`config.mk`:
```
export PLATFORM = sky130hd
export DESIGN_NAME = sdcd_decoder
export DESIGN_NICKNAME = d
export VERILOG_FILES = /design/src/sdcd_pkg.sv /design/src/sdcd_decoder.sv /design/src/sdcd_field_split.sv /design/src/sdcd_index_table.sv
export VERILOG_INCLUDE_DIRS = /design/src /design/src/src
export SDC_FILE = /design/constraint.sdc
export NUM_CORES = 2
export LEC_CHECK = 0
export ABC_AREA = 0
export BUFFER_PORTS_ARGS = -buffer_cell sky130_fd_sc_hd__buf_2
export CAP_MARGIN = 20
export CORE_UTILIZATION = 55
export DETAILED_ROUTE_END_ITERATION = 10
export PLACE_DENSITY_LB_ADDON = 0.25
export REMOVE_ABC_BUFFERS = 1
export SETUP_SLACK_MARGIN = 0.1
export SYNTH_ARGS = -nofsm -noshare
export SYNTH_HDL_FRONTEND = slang
export SYNTH_SLANG_ARGS = --single-unit
```
`constraint.sdc`:
```
create_clock -name core_clk_i -period 9.4 [get_ports core_clk_i]
set_clock_uncertainty 0.05 [all_clocks]
set_input_delay 2.35 -clock core_clk_i [delete_from_list [all_inputs] [get_ports core_clk_i]]
set_output_delay 2.35 -clock core_clk_i [all_outputs]
set_load 0.05 [all_outputs]
```
`src/sdcd_map.svh`:
```
// Constants for the source-one doubleword and compact-form decoder.
// Assumes inclusion by bare name from design files only.
`ifndef SDCD_MAP_SVH
`define SDCD_MAP_SVH
`define SDCD_CMPT_BIT 29
`define SDCD_EOT_BIT 31
`define SDCD_VSTRIDE_HI 24
`define SDCD_VSTRIDE_LO 21
`define SDCD_WIDTH_HI 20
`define SDCD_WIDTH_LO 18
`define SDCD_HSTRIDE_HI 17
`define SDCD_HSTRIDE_LO 16
`define SDCD_CHSEL_HI 19
`define SDCD_CHSEL_LO 16
`define SDCD_AMODE_BIT 15
`define SDCD_SMOD_HI 14
`define SDCD_SMOD_LO 13
`define SDCD_REGISTER_NUMBER_HI 12
`define SDCD_REGISTER_NUMBER_LO 5
`define SDCD_ASUB_HI 12
`define SDCD_ASUB_LO 10
`define SDCD_IP_COMPACT 2'h1
`define SDCD_IP_NATIVE 2'h2
`define SDCD_IDX_ENTRIES 32
`endif

```
`src/sdcd_pkg.sv`:
```
// Types shared by the decoder files.
// Assumes no other package.
package sdcd_pkg;
  typedef enum logic [1:0] {
    SDCD_DIR_FOUR = 2'b00,
    SDCD_DIR_SCAL = 2'b01,
    SDCD_IND_FOUR = 2'b10,
    SDCD_IND_SCAL = 2'b11
  } sdcd_layout_t;
endpackage

```
`src/sdcd_decoder.sv`:
```
// Decoder for source-one doubleword three and compact detection.
// Assumes fetch presents a 128-bit word with a one-cycle valid, and that
// address and access mode of source one come from other decode logic.
`timescale 1ns/1ps
`include "sdcd_map.svh"
module sdcd_decoder (
  input wire logic core_clk_i,
  input wire logic rst_n_i,
  input wire logic instr_valid_i,
  input wire logic [127:0] instr_i,
  input wire logic src0_is_imm_i,
  input wire logic src1_is_imm_i,
  input wire logic is_send_i,
  input wire logic src1_indirect_i,
  input wire logic four_channel_layout_i,
  input wire logic tbl_wr_en_i,
  input wire logic [2:0] tbl_sel_i,
  input wire logic [4:0] tbl_wr_idx_i,
  input wire logic [18:0] tbl_wr_data_i,
  output logic out_valid_o,
  output logic [127:0] native_instr_o,
  output logic is_compact_o,
  output logic [1:0] ip_advance_o,
  output logic src0_imm_valid_o,
  output logic src1_imm_valid_o,
  output logic [31:0] immediate_word_o,
  output logic end_of_thread_o,
  output logic [30:0] message_descriptor_low_o,
  output logic src1_reg_valid_o,
  output logic [1:0] layout_o,
  output logic [3:0] vertical_stride_o,
  output logic [3:0] channel_select_o,
  output logic [1:0] source_modifier_o,
  output logic [7:0] register_number_o,
  output logic [4:0] subregister_number_o,
  output logic [3:0] channel_enable_o,
  output logic [2:0] width_o,
  output logic [1:0] horizontal_stride_o,
  output logic addressing_mode_bit_o,
  output logic [2:0] address_register_subindex_o,
  output logic [9:0] address_immediate_offset_o
);
  // ************************************************
  // Compact detection and expansion
  // ************************************************
  wire compact = instr_i[`SDCD_CMPT_BIT];
  wire [11:0] s1_map;
  wire [11:0] s0_map;
  wire [14:0] sr_map;
  wire [17:0] dt_map;
  wire [18:0] ct_map;
  sdcd_index_table #(.WIDTH(12)) u_src1_tbl (.core_clk_i(core_clk_i), .rst_n_i(rst_n_i),
    .wr_en_i(tbl_wr_en_i && tbl_sel_i == 3'h0), .wr_idx_i(tbl_wr_idx_i), .wr_data_i(tbl_wr_data_i[11:0]),
    .rd_idx_i(instr_i[39:35]), .rd_data_o(s1_map));
  sdcd_index_table #(.WIDTH(12)) u_src0_tbl (.core_clk_i(core_clk_i), .rst_n_i(rst_n_i),
    .wr_en_i(tbl_wr_en_i && tbl_sel_i == 3'h1), .wr_idx_i(tbl_wr_idx_i), .wr_data_i(tbl_wr_data_i[11:0]),
    .rd_idx_i(instr_i[34:30]), .rd_data_o(s0_map));
  sdcd_index_table #(.WIDTH(15)) u_subreg_tbl (.core_clk_i(core_clk_i), .rst_n_i(rst_n_i),
    .wr_en_i(tbl_wr_en_i && tbl_sel_i == 3'h2), .wr_idx_i(tbl_wr_idx_i), .wr_data_i(tbl_wr_data_i[14:0]),
    .rd_idx_i(instr_i[22:18]), .rd_data_o(sr_map));
  sdcd_index_table #(.WIDTH(18)) u_dtype_tbl (.core_clk_i(core_clk_i), .rst_n_i(rst_n_i),
    .wr_en_i(tbl_wr_en_i && tbl_sel_i == 3'h3), .wr_idx_i(tbl_wr_idx_i), .wr_data_i(tbl_wr_data_i[17:0]),
    .rd_idx_i(instr_i[17:13]), .rd_data_o(dt_map));
  sdcd_index_table #(.WIDTH(19)) u_ctrl_tbl (.core_clk_i(core_clk_i), .rst_n_i(rst_n_i),
    .wr_en_i(tbl_wr_en_i && tbl_sel_i == 3'h4), .wr_idx_i(tbl_wr_idx_i), .wr_data_i(tbl_wr_data_i),
    .rd_idx_i(instr_i[12:8]), .rd_data_o(ct_map));

  // Immediate src1 bypasses its table and sign-extends the index
  wire [127:0] expanded;
  assign expanded[127:109] = src1_is_imm_i ? {19{instr_i[39]}} : {7'h00, s1_map};
  assign expanded[108:101] = src1_is_imm_i ? {instr_i[39:35], instr_i[63:61]} : instr_i[63:56];
  assign expanded[100:96] = src1_is_imm_i ? instr_i[60:56] : sr_map[14:10];
  assign expanded[95:91] = 5'h00;
  assign expanded[90:89] = ct_map[18:17];
  assign expanded[88:77] = s0_map;
  assign expanded[76:69] = instr_i[55:48];
  assign expanded[68:64] = sr_map[9:5];
  assign expanded[63:61] = dt_map[17:15];
  assign expanded[60:53] = instr_i[47:40];
  assign expanded[52:48] = sr_map[4:0];
  assign expanded[47] = 1'b0;
  assign expanded[46:32] = dt_map[14:0];
  assign expanded[31] = ct_map[16];
  assign expanded[30] = instr_i[7];
  assign expanded[29] = 1'b0;
  assign expanded[28] = instr_i[23];
  assign expanded[27:24] = instr_i[27:24];
  assign expanded[23:8] = ct_map[15:0];
  assign expanded[7] = 1'b0;
  assign expanded[6:0] = instr_i[6:0];
  wire [127:0] native = compact ? expanded : instr_i;

  // ************************************************
  // Doubleword three decode
  // ************************************************
  wire [31:0] dw3 = native[127:96];
  wire any_imm = src0_is_imm_i || src1_is_imm_i;
  wire src1_reg = !src1_is_imm_i && !src0_is_imm_i;
  sdcd_pkg::sdcd_layout_t layout;
  assign layout = sdcd_pkg::sdcd_layout_t'({src1_indirect_i, !four_channel_layout_i});
  wire [3:0] f_vs;
  wire [3:0] f_cs;
  wire [1:0] f_sm;
  wire [7:0] f_rn;
  wire [4:0] f_sr;
  wire [3:0] f_ce;
  wire [2:0] f_w;
  wire [1:0] f_hs;
  wire f_am;
  wire [2:0] f_as;
  wire [9:0] f_ai;
  sdcd_field_split u_split (.dword_i(dw3), .layout_i(layout),
    .vertical_stride_o(f_vs), .channel_select_o(f_cs), .source_modifier_o(f_sm),
    .register_number_o(f_rn), .subregister_number_o(f_sr), .channel_enable_o(f_ce),
    .width_o(f_w), .horizontal_stride_o(f_hs), .addressing_mode_bit_o(f_am),
    .address_register_subindex_o(f_as), .address_immediate_offset_o(f_ai));

  // Send register source is fixed to address zero by the producer
  wire nxt_eot = is_send_i && dw3[`SDCD_EOT_BIT];
  wire [30:0] nxt_desc = (is_send_i && src1_is_imm_i) ? dw3[30:0] : 31'h0;
  // Send immediate word excludes the end-of-thread bit
  wire [31:0] nxt_imm = !any_imm ? 32'h0 :
    (is_send_i ? {1'b0, dw3[30:0]} : dw3);
  wire reg_fields = src1_reg && !is_send_i;

  // ************************************************
  // Output registers
  // ************************************************
  always_ff @(posedge core_clk_i) begin
    if (!rst_n_i) begin
      out_valid_o <= 1'b0;
      native_instr_o <= 128'h0;
      is_compact_o <= 1'b0;
      ip_advance_o <= 2'h0;
      src0_imm_valid_o <= 1'b0;
      src1_imm_valid_o <= 1'b0;
      immediate_word_o <= 32'h0;
      end_of_thread_o <= 1'b0;
      message_descriptor_low_o <= 31'h0;
      src1_reg_valid_o <= 1'b0;
      layout_o <= 2'h0;
      vertical_stride_o <= 4'h0;
      channel_select_o <= 4'h0;
      source_modifier_o <= 2'h0;
      register_number_o <= 8'h0;
      subregister_number_o <= 5'h0;
      channel_enable_o <= 4'h0;
      width_o <= 3'h0;
      horizontal_stride_o <= 2'h0;
      addressing_mode_bit_o <= 1'b0;
      address_register_subindex_o <= 3'h0;
      address_immediate_offset_o <= 10'h0;
    end else begin
      out_valid_o <= instr_valid_i;
      if (instr_valid_i) begin
        native_instr_o <= native;
        is_compact_o <= compact;
        ip_advance_o <= compact ? `SDCD_IP_COMPACT : `SDCD_IP_NATIVE;
        src0_imm_valid_o <= src0_is_imm_i;
        src1_imm_valid_o <= src1_is_imm_i;
        immediate_word_o <= nxt_imm;
        end_of_thread_o <= nxt_eot;
        message_descriptor_low_o <= nxt_desc;
        src1_reg_valid_o <= reg_fields;
        layout_o <= layout;
        vertical_stride_o <= reg_fields ? f_vs : 4'h0;
        channel_select_o <= reg_fields ? f_cs : 4'h0;
        source_modifier_o <= reg_fields ? f_sm : 2'h0;
        register_number_o <= reg_fields ? f_rn : 8'h0;
        subregister_number_o <= reg_fields ? f_sr : 5'h0;
        channel_enable_o <= reg_fields ? f_ce : 4'h0;
        width_o <= reg_fields ? f_w : 3'h0;
        horizontal_stride_o <= reg_fields ? f_hs : 2'h0;
        addressing_mode_bit_o <= reg_fields ? f_am : 1'b0;
        address_register_subindex_o <= reg_fields ? f_as : 3'h0;
        address_immediate_offset_o <= reg_fields ? f_ai : 10'h0;
      end
    end
  end
endmodule

```
`src/sdcd_field_split.sv`:
```
// Splits doubleword three into its register-operand fields.
// Assumes a layout code from the caller; purely combinational.
`timescale 1ns/1ps
`include "sdcd_map.svh"
module sdcd_field_split (
  input wire logic [31:0] dword_i,
  input wire sdcd_pkg::sdcd_layout_t layout_i,
  output logic [3:0] vertical_stride_o,
  output logic [3:0] channel_select_o,
  output logic [1:0] source_modifier_o,
  output logic [7:0] register_number_o,
  output logic [4:0] subregister_number_o,
  output logic [3:0] channel_enable_o,
  output logic [2:0] width_o,
  output logic [1:0] horizontal_stride_o,
  output logic addressing_mode_bit_o,
  output logic [2:0] address_register_subindex_o,
  output logic [9:0] address_immediate_offset_o
);
  wire is_scal = (layout_i == sdcd_pkg::SDCD_DIR_SCAL) || (layout_i == sdcd_pkg::SDCD_IND_SCAL);
  wire is_ind = (layout_i == sdcd_pkg::SDCD_IND_FOUR) || (layout_i == sdcd_pkg::SDCD_IND_SCAL);
  // Fields shared by every layout
  assign vertical_stride_o = dword_i[`SDCD_VSTRIDE_HI:`SDCD_VSTRIDE_LO];
  assign source_modifier_o = dword_i[`SDCD_SMOD_HI:`SDCD_SMOD_LO];
  // Register number only exists when direct
  assign register_number_o = is_ind ? 8'h00 : dword_i[`SDCD_REGISTER_NUMBER_HI:`SDCD_REGISTER_NUMBER_LO];
  assign channel_select_o = is_scal ? 4'h0 : dword_i[`SDCD_CHSEL_HI:`SDCD_CHSEL_LO];
  assign channel_enable_o = is_scal ? 4'h0 : dword_i[3:0];
  assign width_o = is_scal ? dword_i[`SDCD_WIDTH_HI:`SDCD_WIDTH_LO] : 3'h0;
  assign horizontal_stride_o = is_scal ? dword_i[`SDCD_HSTRIDE_HI:`SDCD_HSTRIDE_LO] : 2'h0;
  assign subregister_number_o = is_ind ? 5'h00 : (is_scal ? dword_i[4:0] : {dword_i[4], 4'h0});
  assign addressing_mode_bit_o = is_ind ? dword_i[`SDCD_AMODE_BIT] : 1'b0;
  assign address_register_subindex_o = is_ind ? dword_i[`SDCD_ASUB_HI:`SDCD_ASUB_LO] : 3'h0;
  // Four-channel offset is half-register aligned, low nibble zero
  assign address_immediate_offset_o = !is_ind ? 10'h000 :
    (is_scal ? dword_i[9:0] : {dword_i[9:4], 4'h0});
endmodule

```
`src/sdcd_index_table.sv`:
```
// Compaction lookup table: index to expanded bit group.
// Table contents are loaded by software-visible config ports; reset clears.
`timescale 1ns/1ps
`include "sdcd_map.svh"
module sdcd_index_table #(
  parameter int WIDTH = 12,
  parameter int ENTRIES = `SDCD_IDX_ENTRIES
) (
  input wire logic core_clk_i,
  input wire logic rst_n_i,
  input wire logic wr_en_i,
  input wire logic [4:0] wr_idx_i,
  input wire logic [WIDTH-1:0] wr_data_i,
  input wire logic [4:0] rd_idx_i,
  output logic [WIDTH-1:0] rd_data_o
);
  logic [WIDTH-1:0] entry_ff [ENTRIES];
  genvar gi;
  generate
    for (gi = 0; gi < ENTRIES; gi++) begin : g_entry
      always_ff @(posedge core_clk_i) begin
        if (!rst_n_i) begin
          entry_ff[gi] <= '0;
        end else if (wr_en_i && (wr_idx_i == 5'(gi))) begin
          entry_ff[gi] <= wr_data_i;
        end
      end
    end
  endgenerate
  assign rd_data_o = entry_ff[rd_idx_i];
endmodule

```
# Word level (Yosys, flattened, before mapping)
# Memories as Yosys holds them, arrays and structs flattened.
# Cells that the tools add are included.
dict set report word_totals {
  regBits 247
  latchBits 0
  ram_bits 2432
  romBits 0
  input_bits 164
  elab_cells 1074
  n_memories 5
}
dict set report classes {
  n_addsub 0
  multipliers 0
  n_div 0
  magnitude_cmp 0
  n_eq_ne 38
  shift 0
  mux 671
  n_bitwise 160
  n_reduce_logical 178
}
# memory words word_bits read_ports rd_ports_with_merged_regs wr line
set memory_table {}
lappend memory_table {u_ctrl_tbl.entry_ff 32 19 1 0 32 sdcd_index_table.sv:17} ;# logic [WIDTH-1:0] entry_ff [ENTRIES];
lappend memory_table {u_dtype_tbl.entry_ff 32 18 1 0 32 sdcd_index_table.sv:17}
lappend memory_table {u_subreg_tbl.entry_ff 32 15 1 0 32 sdcd_index_table.sv:17}
lappend memory_table {u_src0_tbl.entry_ff 32 12 1 0 32 sdcd_index_table.sv:17}
lappend memory_table {u_src1_tbl.entry_ff 32 12 1 0 32 sdcd_index_table.sv:17}
# op count
set ops {}
lappend ops {{$mux W12} 64}
lappend ops {{$mux W19} 33}
lappend ops {{$mux W18} 32}
lappend ops {{$mux W1} 483}
lappend ops {{$mux W15} 32}
lappend ops {{$logic_and A1 B1 Y1} 169}
lappend ops {{$or A1 B1 Y1} 160}
lappend ops {{$mux W128} 1}
lappend ops {{$eq A5 B5 Y1 const B} 16}
lappend ops {{$mux W32} 2}
lappend ops {{$eq A5 B4 Y1 const B} 8}
lappend ops {{$mux W31} 1}
lappend ops {{$mux W4} 7}
lappend ops {{$mux W8} 3}
lappend ops {{$eq A5 B3 Y1 const B} 4}
lappend ops {{$mux W10} 2}
lappend ops {{$mux W5} 3}
lappend ops {{$mux W3} 4}
lappend ops {{$eq A5 B2 Y1 const B} 2}
lappend ops {{$mux W2} 4}
lappend ops {{$eq A3 B2 Y1 const B} 2}
lappend ops {{$eq A5 B1 Y1 const B} 1}
lappend ops {{$logic_not A5 Y1} 1}
lappend ops {{$eq A2 B2 Y1 const B} 2}
lappend ops {{6 further kinds} 11}

# Depth between registers and ports, before layout
dict set report logic_depth {
  depth_word 7
  depth_mapped 9
  mapped_depth_nobuf 5
}

# Modules after synthesis
# Synthesis repeated with hierarchy kept, for this count alone.
dict set report hier_totals {
  cells_unflattened 9485
  hier_area_um2 124349.3
}
# module instances cells_per_inst area_per_inst_um2 seq_area_each_um2
set modules_own_cells {}
lappend modules_own_cells {{sdcd_index_table (u_src0_tbl ...)} 2 1359 18161.2 11531.1}
lappend modules_own_cells {{sdcd_index_table (u_ctrl_tbl)} 1 2075 28089.4 18257.5}
lappend modules_own_cells {{sdcd_index_table (u_dtype_tbl)} 1 1973 26656.8 17296.6}
lappend modules_own_cells {{sdcd_index_table (u_subreg_tbl)} 1 1668 22525.4 14413.8}
lappend modules_own_cells {sdcd_decoder 1 1001 10423.7 4904.7}
lappend modules_own_cells {sdcd_field_split 1 50 331.6 0.0}

# Worst setup path after synthesis
# OpenSTA, ideal clock, no wires.
dict set report synth_timing {
  kind {input to register}
  start {input port tbl_wr_idx_i[0]}
  end {memory u_ctrl_tbl.entry_ff[24][0], enable pin}
  setup_time_ps 421
  arrival_time_ps 4484
  path_slack_ps 4445
  stages 4
  path_buffers 1
  path_cell_list {clkbuf_1 > nor3b_1 > nand2_1 > o21ai_0}
}
# element line
set synth_rtl {}
lappend synth_rtl {{start: declaration} sdcd_decoder.sv:18} ;# input wire logic [4:0] tbl_wr_idx_i,
lappend synth_rtl {{end: declaration} sdcd_index_table.sv:17}

# Worst setup path after layout
dict set report layout_timing {
  start {input port instr_i[29]}
  end {register native_instr_o[35]}
}
dict set report layout_between {
  elab_chain_cells 1
}
# element line
set layout_rtl {}
lappend layout_rtl {{start: declaration} sdcd_decoder.sv:10} ;# input wire logic [127:0] instr_i,
lappend layout_rtl {{$mux W128} sdcd_decoder.sv:91} ;# wire [127:0] native = compact ? expanded : instr_i;
lappend layout_rtl {{end signal: assignment} sdcd_decoder.sv:156} ;# native_instr_o <= native;
lappend layout_rtl {{end: declaration} sdcd_decoder.sv:21} ;# output logic [127:0] native_instr_o,
# Every way passes these cells.
# A chain may end at the register's enable or synchronous reset.

==> flow_results.org <==
** Setup path
- Largest stage delay on the critical path :: 1020 ps
- Crit path top cell by count :: sky130_fd_sc_hd__buf_4
- The slowest stage of the critical path belongs to the cell sky130_fd_sc_hd__and2_1.
- Endpoint class of the critical path :: flip-flop
- Data arrival time of the worst path :: 6440 ps
- The critical path goes through buf_4 > inv_1 > buf_4 > nor3_2 > and2_1 > a22oi_1 > nand2_1.
- STA classifies the critical path startpoint as an input port.
- Required time at the endpoint of the critical path :: 10230 ps
- Of all nets on the critical path, the largest fanout is 41.
- The critical path is of the input port to flip-flop type.

** STA
- Sum of negative setup slack :: 0 ps
- At the pin with the least slew margin, the transition time is 1390 ps.
- Worst hold slack :: 399 ps
- Headroom to the max-slew limit came out at 0.0716.
- Setup violations remaining at the end of the flow were counted as 0.
- Share of the clock period used by the worst path :: 0.597
- Maximum achievable frequency :: 178 MHz
- Setup repair after global routing left no endpoint under its margin.
- The max-slew violation count is 0.
- Period minus WS final :: 5610 ps
- The total count of hold-check failures in the final report came to 0.

** Yosys
- Number of warnings reported in the yosys synthesis log :: 0
- In this run, synthesis inferred 2432 flip-flops with an integrated enable.
- Mean instance size in the synthesized netlist :: 14.9 um2
- Post-Synthesis Cell Area :: 121000 um2
- Seq cells post-synth :: 2677
- In the synthesized netlist the dominant register cell turns out to be sky130_fd_sc_hd__edfxtp_1.
- The netlist uses 51 different library cells.
- The share of the Yosys chip area taken by registers is 0.644.
- Ys async rst share :: 0
- After technology mapping, the gate count stands at 8131.

** Global route
- Met2 track demand over resource :: 0.496
- Entering global routing, the biggest net connects 297 pins.
- The number of antenna violations at the first check in global routing was 30.
- For this run, global-route usage on met1 was measured as 0.438.
- Global-route wire length before repair :: 518 mm
- Number of global-route vias before repair :: 72500
- GRT Residual Overflow :: 0
- Across every metal layer, demand over resource in global routing totals 0.324.
- The layer flagged by global routing as most heavily used is met2.
- For met3 alone, demand over resource in global routing was 0.0841.

** Place
- Quantity of I/O buffers inserted on ports :: 409
- Placed Instances :: 10800
- Routability congestion estimate :: 0.917
- Summed over all nets, the half-perimeter wirelength after detailed placement is 221 mm.
- Placed cell area :: 126000 um2

** Clock tree
- The later pin in the worst-skew pair is clocked with a latency of 960 ps.
- Clock tree from TritonCTS :: done
- Number of buffers inserted by post-CTS setup repair :: 0
- Hold Buf Count CTS :: 0
- Inserted Clock Buffers :: 295
- Root buffer selected by CTS :: sky130_fd_sc_hd__clkbuf_16
- Longest Clk Path Bufs :: 4
- Clock slew seen by the registers of the worst setup and hold paths :: 60 ps
- The H-tree generated during clock tree synthesis spans 5 levels.
- In this run, post-CTS repair resized a total of 0 instances.
- Counting every sink on the clock net gives 2677.

** Route
- The first detailed-routing pass ran for 8 iterations.
- The count of nets left with antenna violations once routing finished came out at 0.
- Dividing the detail-routed wire length by the instance count gives 32.1 um.
- Detailed routing inserted a total of 75100 vias.
- Vias per inst :: 6.64
- After detailed routing, the total wire length is 363 mm.
- The first routing iteration left 11100 violations.
- Number of remaining DRC errors :: 0

** Power
- Share of total power in the clock network :: 0.405
- Switching Share :: 0.236
- Cell internal power was estimated by the tool at 20.7 mW.
- Static leakage power :: 51.8 nW
- The analysis attributes to net switching a power of 6.42 mW.
- Share of total power in sequential cells :: 0.507
- The worst-case IR drop observed on VDD is 0.000211 V.
- Dividing total power by cell area gives a power density of 201 nW/um2.
- Of the total power, combinational logic draws 0.088.

** Floorplanning
- Measured along the y axis, the die boundary spans 471 um.
- The floorplan step defined a core boundary enclosing 218000 um2.
- 411 I/O pins were placed.
- Count of standard-cell rows :: 171
- The initial utilization of the core area, before any placement, comes to 0.555.
- The die covers 222000 um2.
- The floorplan step set the die width to 471 um.

** Finish
- Most frequent standard cell in the layout excluding fill and tap cells :: sky130_fd_sc_hd__edfxtp_1
- Measured on the finished design, the core utilization comes to 0.621.
- Layout overhead on the synthesized area :: 11.9%
- Register Area :: 77900 um2
- Net count of the finished layout :: 8402
- After the flow finishes, the layout carries non-filler instances totaling 11300.
- Summing all multi-input logic gate instances after layout gives 39600 um2.
- Most frequent cells in the layout :: sky130_fd_sc_hd__edfxtp_1 (2432), sky130_fd_sc_hd__and3_1 (1254), sky130_fd_sc_hd__and2_1 (1220)
- Layout cells sized above 1 :: 0.233
- Summing all non-filler instances in the final layout gives an area of 135000 um2.
- Counting the fill cells in the layout gives 15600.

** Run status
- The run finished with clean final reports.

** Hold path
- The path class of the tightest hold or removal check is flip-flop to flip-flop.

** Flow run
- Number of maximum-capacitance violations :: 0
registers in the layout (all words and copies together) (netlist names), 2 cells and up:
name / cells
immediate_word_o: 32
layout_o: 2
width_o: 3
channel_enable_o: 4
ip_advance_o: 2
u_src0_tbl.entry_ff: 384
address_register_subindex_o: 3
channel_select_o: 4
u_subreg_tbl.entry_ff: 480
subregister_number_o: 5
u_src1_tbl.entry_ff: 384
message_descriptor_low_o: 31
native_instr_o: 127
address_immediate_offset_o: 10
u_dtype_tbl.entry_ff: 576
horizontal_stride_o: 2
source_modifier_o: 2
vertical_stride_o: 4
u_ctrl_tbl.entry_ff: 608
register_number_o: 8
path summary, 6_finish.rpt:
check                         startpoint                   to  slack [ps]  cells after the start
max                          instr_i[29]   native_instr_o[35]        3790                      7
min                  immediate_word_o[4]  immediate_word_o[4]         400                      2
max reg2reg  u_dtype_tbl.entry_ff[30][3]   native_instr_o[35]        6590                      4
min reg2reg          immediate_word_o[4]  immediate_word_o[4]         400                      2
power groups by stage:
stage          registers, mW  clock network (mW)  logic, mW
4_1_cts                 13.8                11.1       2.35
5_1_grt                 13.8                11.5       2.46
3_3_place_gp            14.0                   0       2.31
6_report                13.8                11.0       2.39
2_1_floorplan           14.1                   0      0.976
3_5_place_dp            14.0                   0       2.34
layer usage:
| layer | wire [um] | vias up |
|---|---|---|
| met5 | 79 | - |
| met4 | 17700 | 14 |
| met3 | 45000 | 776 |
| met2 | 168000 | 4960 |
| met1 | 133000 | 38200 |
| li1 | - | 31200 |
cell usage after synthesis (3+ instances only):
cell type,instances,area (um2)
sky130_fd_sc_hd__o22ai_1,31,194
sky130_fd_sc_hd__nor2b_1,28,175
sky130_fd_sc_hd__o2bb2ai_1,15,131
sky130_fd_sc_hd__nand2b_1,8,50.1
sky130_fd_sc_hd__o41ai_1,4,35.0
sky130_fd_sc_hd__a21oi_1,79,395
sky130_fd_sc_hd__buf_4,31,233
sky130_fd_sc_hd__nor2_1,241,905
sky130_fd_sc_hd__or2_2,5,31.3
sky130_fd_sc_hd__a31o_2,8,70.1
sky130_fd_sc_hd__a211oi_1,34,255
sky130_fd_sc_hd__o211ai_1,8,60.1
sky130_fd_sc_hd__o21ai_1,13,65.1
sky130_fd_sc_hd__mux4_2,672,15100
sky130_fd_sc_hd__nand3_1,10,50.1
sky130_fd_sc_hd__clkbuf_1,767,2880
sky130_fd_sc_hd__o31ai_1,19,143
sky130_fd_sc_hd__a22o_1,58,508
sky130_fd_sc_hd__nand3b_1,6,45.0
sky130_fd_sc_hd__a2bb2oi_1,32,280
sky130_fd_sc_hd__a41o_1,4,40.0
sky130_fd_sc_hd__a22oi_1,133,998
sky130_fd_sc_hd__inv_1,6,22.5
sky130_fd_sc_hd__mux2_2,25,282
sky130_fd_sc_hd__and3_1,1254,7850
sky130_fd_sc_hd__dfxtp_1,245,4900
sky130_fd_sc_hd__nor3b_1,3,22.5
sky130_fd_sc_hd__buf_2,48,240
sky130_fd_sc_hd__mux2i_1,139,1390
sky130_fd_sc_hd__nand2_1,213,800
sky130_fd_sc_hd__buf_6,28,315
sky130_fd_sc_hd__or3_1,4,25.0
sky130_fd_sc_hd__buf_1,42,158
sky130_fd_sc_hd__a2111oi_0,11,96.3
sky130_fd_sc_hd__o21ai_0,223,1120
sky130_fd_sc_hd__and2_1,1220,7630
sky130_fd_sc_hd__edfxtp_1,2432,73000
sky130_fd_sc_hd__mux4_1,6,158
sky130_fd_sc_hd__nor3_1,8,40.0
area by class of cell:
cell class	instances	area share
multi-input combinational	4530	0.293
inverter	6	0.000259
sequential	2677	0.576
clock buffer	400	0.0593
timing repair buffer	728	0.0379
tap	2854	0.0264
antenna	13	0.000240
clock inverter	107	0.00682
cell families after synthesis:
family	share of synthesized area
AOI/OAI and AO/OA	0.0366
buffers and inverters	0.0321
DFF	0.644
muxes	0.140
other	0.0000310
and+or+nand+nor	0.147
per-stage QoR:
step / worst slack [ps] / power [mW]
final: 3790 / 27.1
after global routing: 3840 / 27.8
after CTS: 4080 / 27.2
after detailed placement: 3070 / 16.3
after global placement: 3040 / 16.3
after floorplan: -4860 / 15.1
critical path: cells and delay by family:
family,cells,cell delay [ps]
simple gates,3,2080
buf+inv,3,1060
compound gates,1,750
Note: power is estimated with default switching activity, not from simulation.
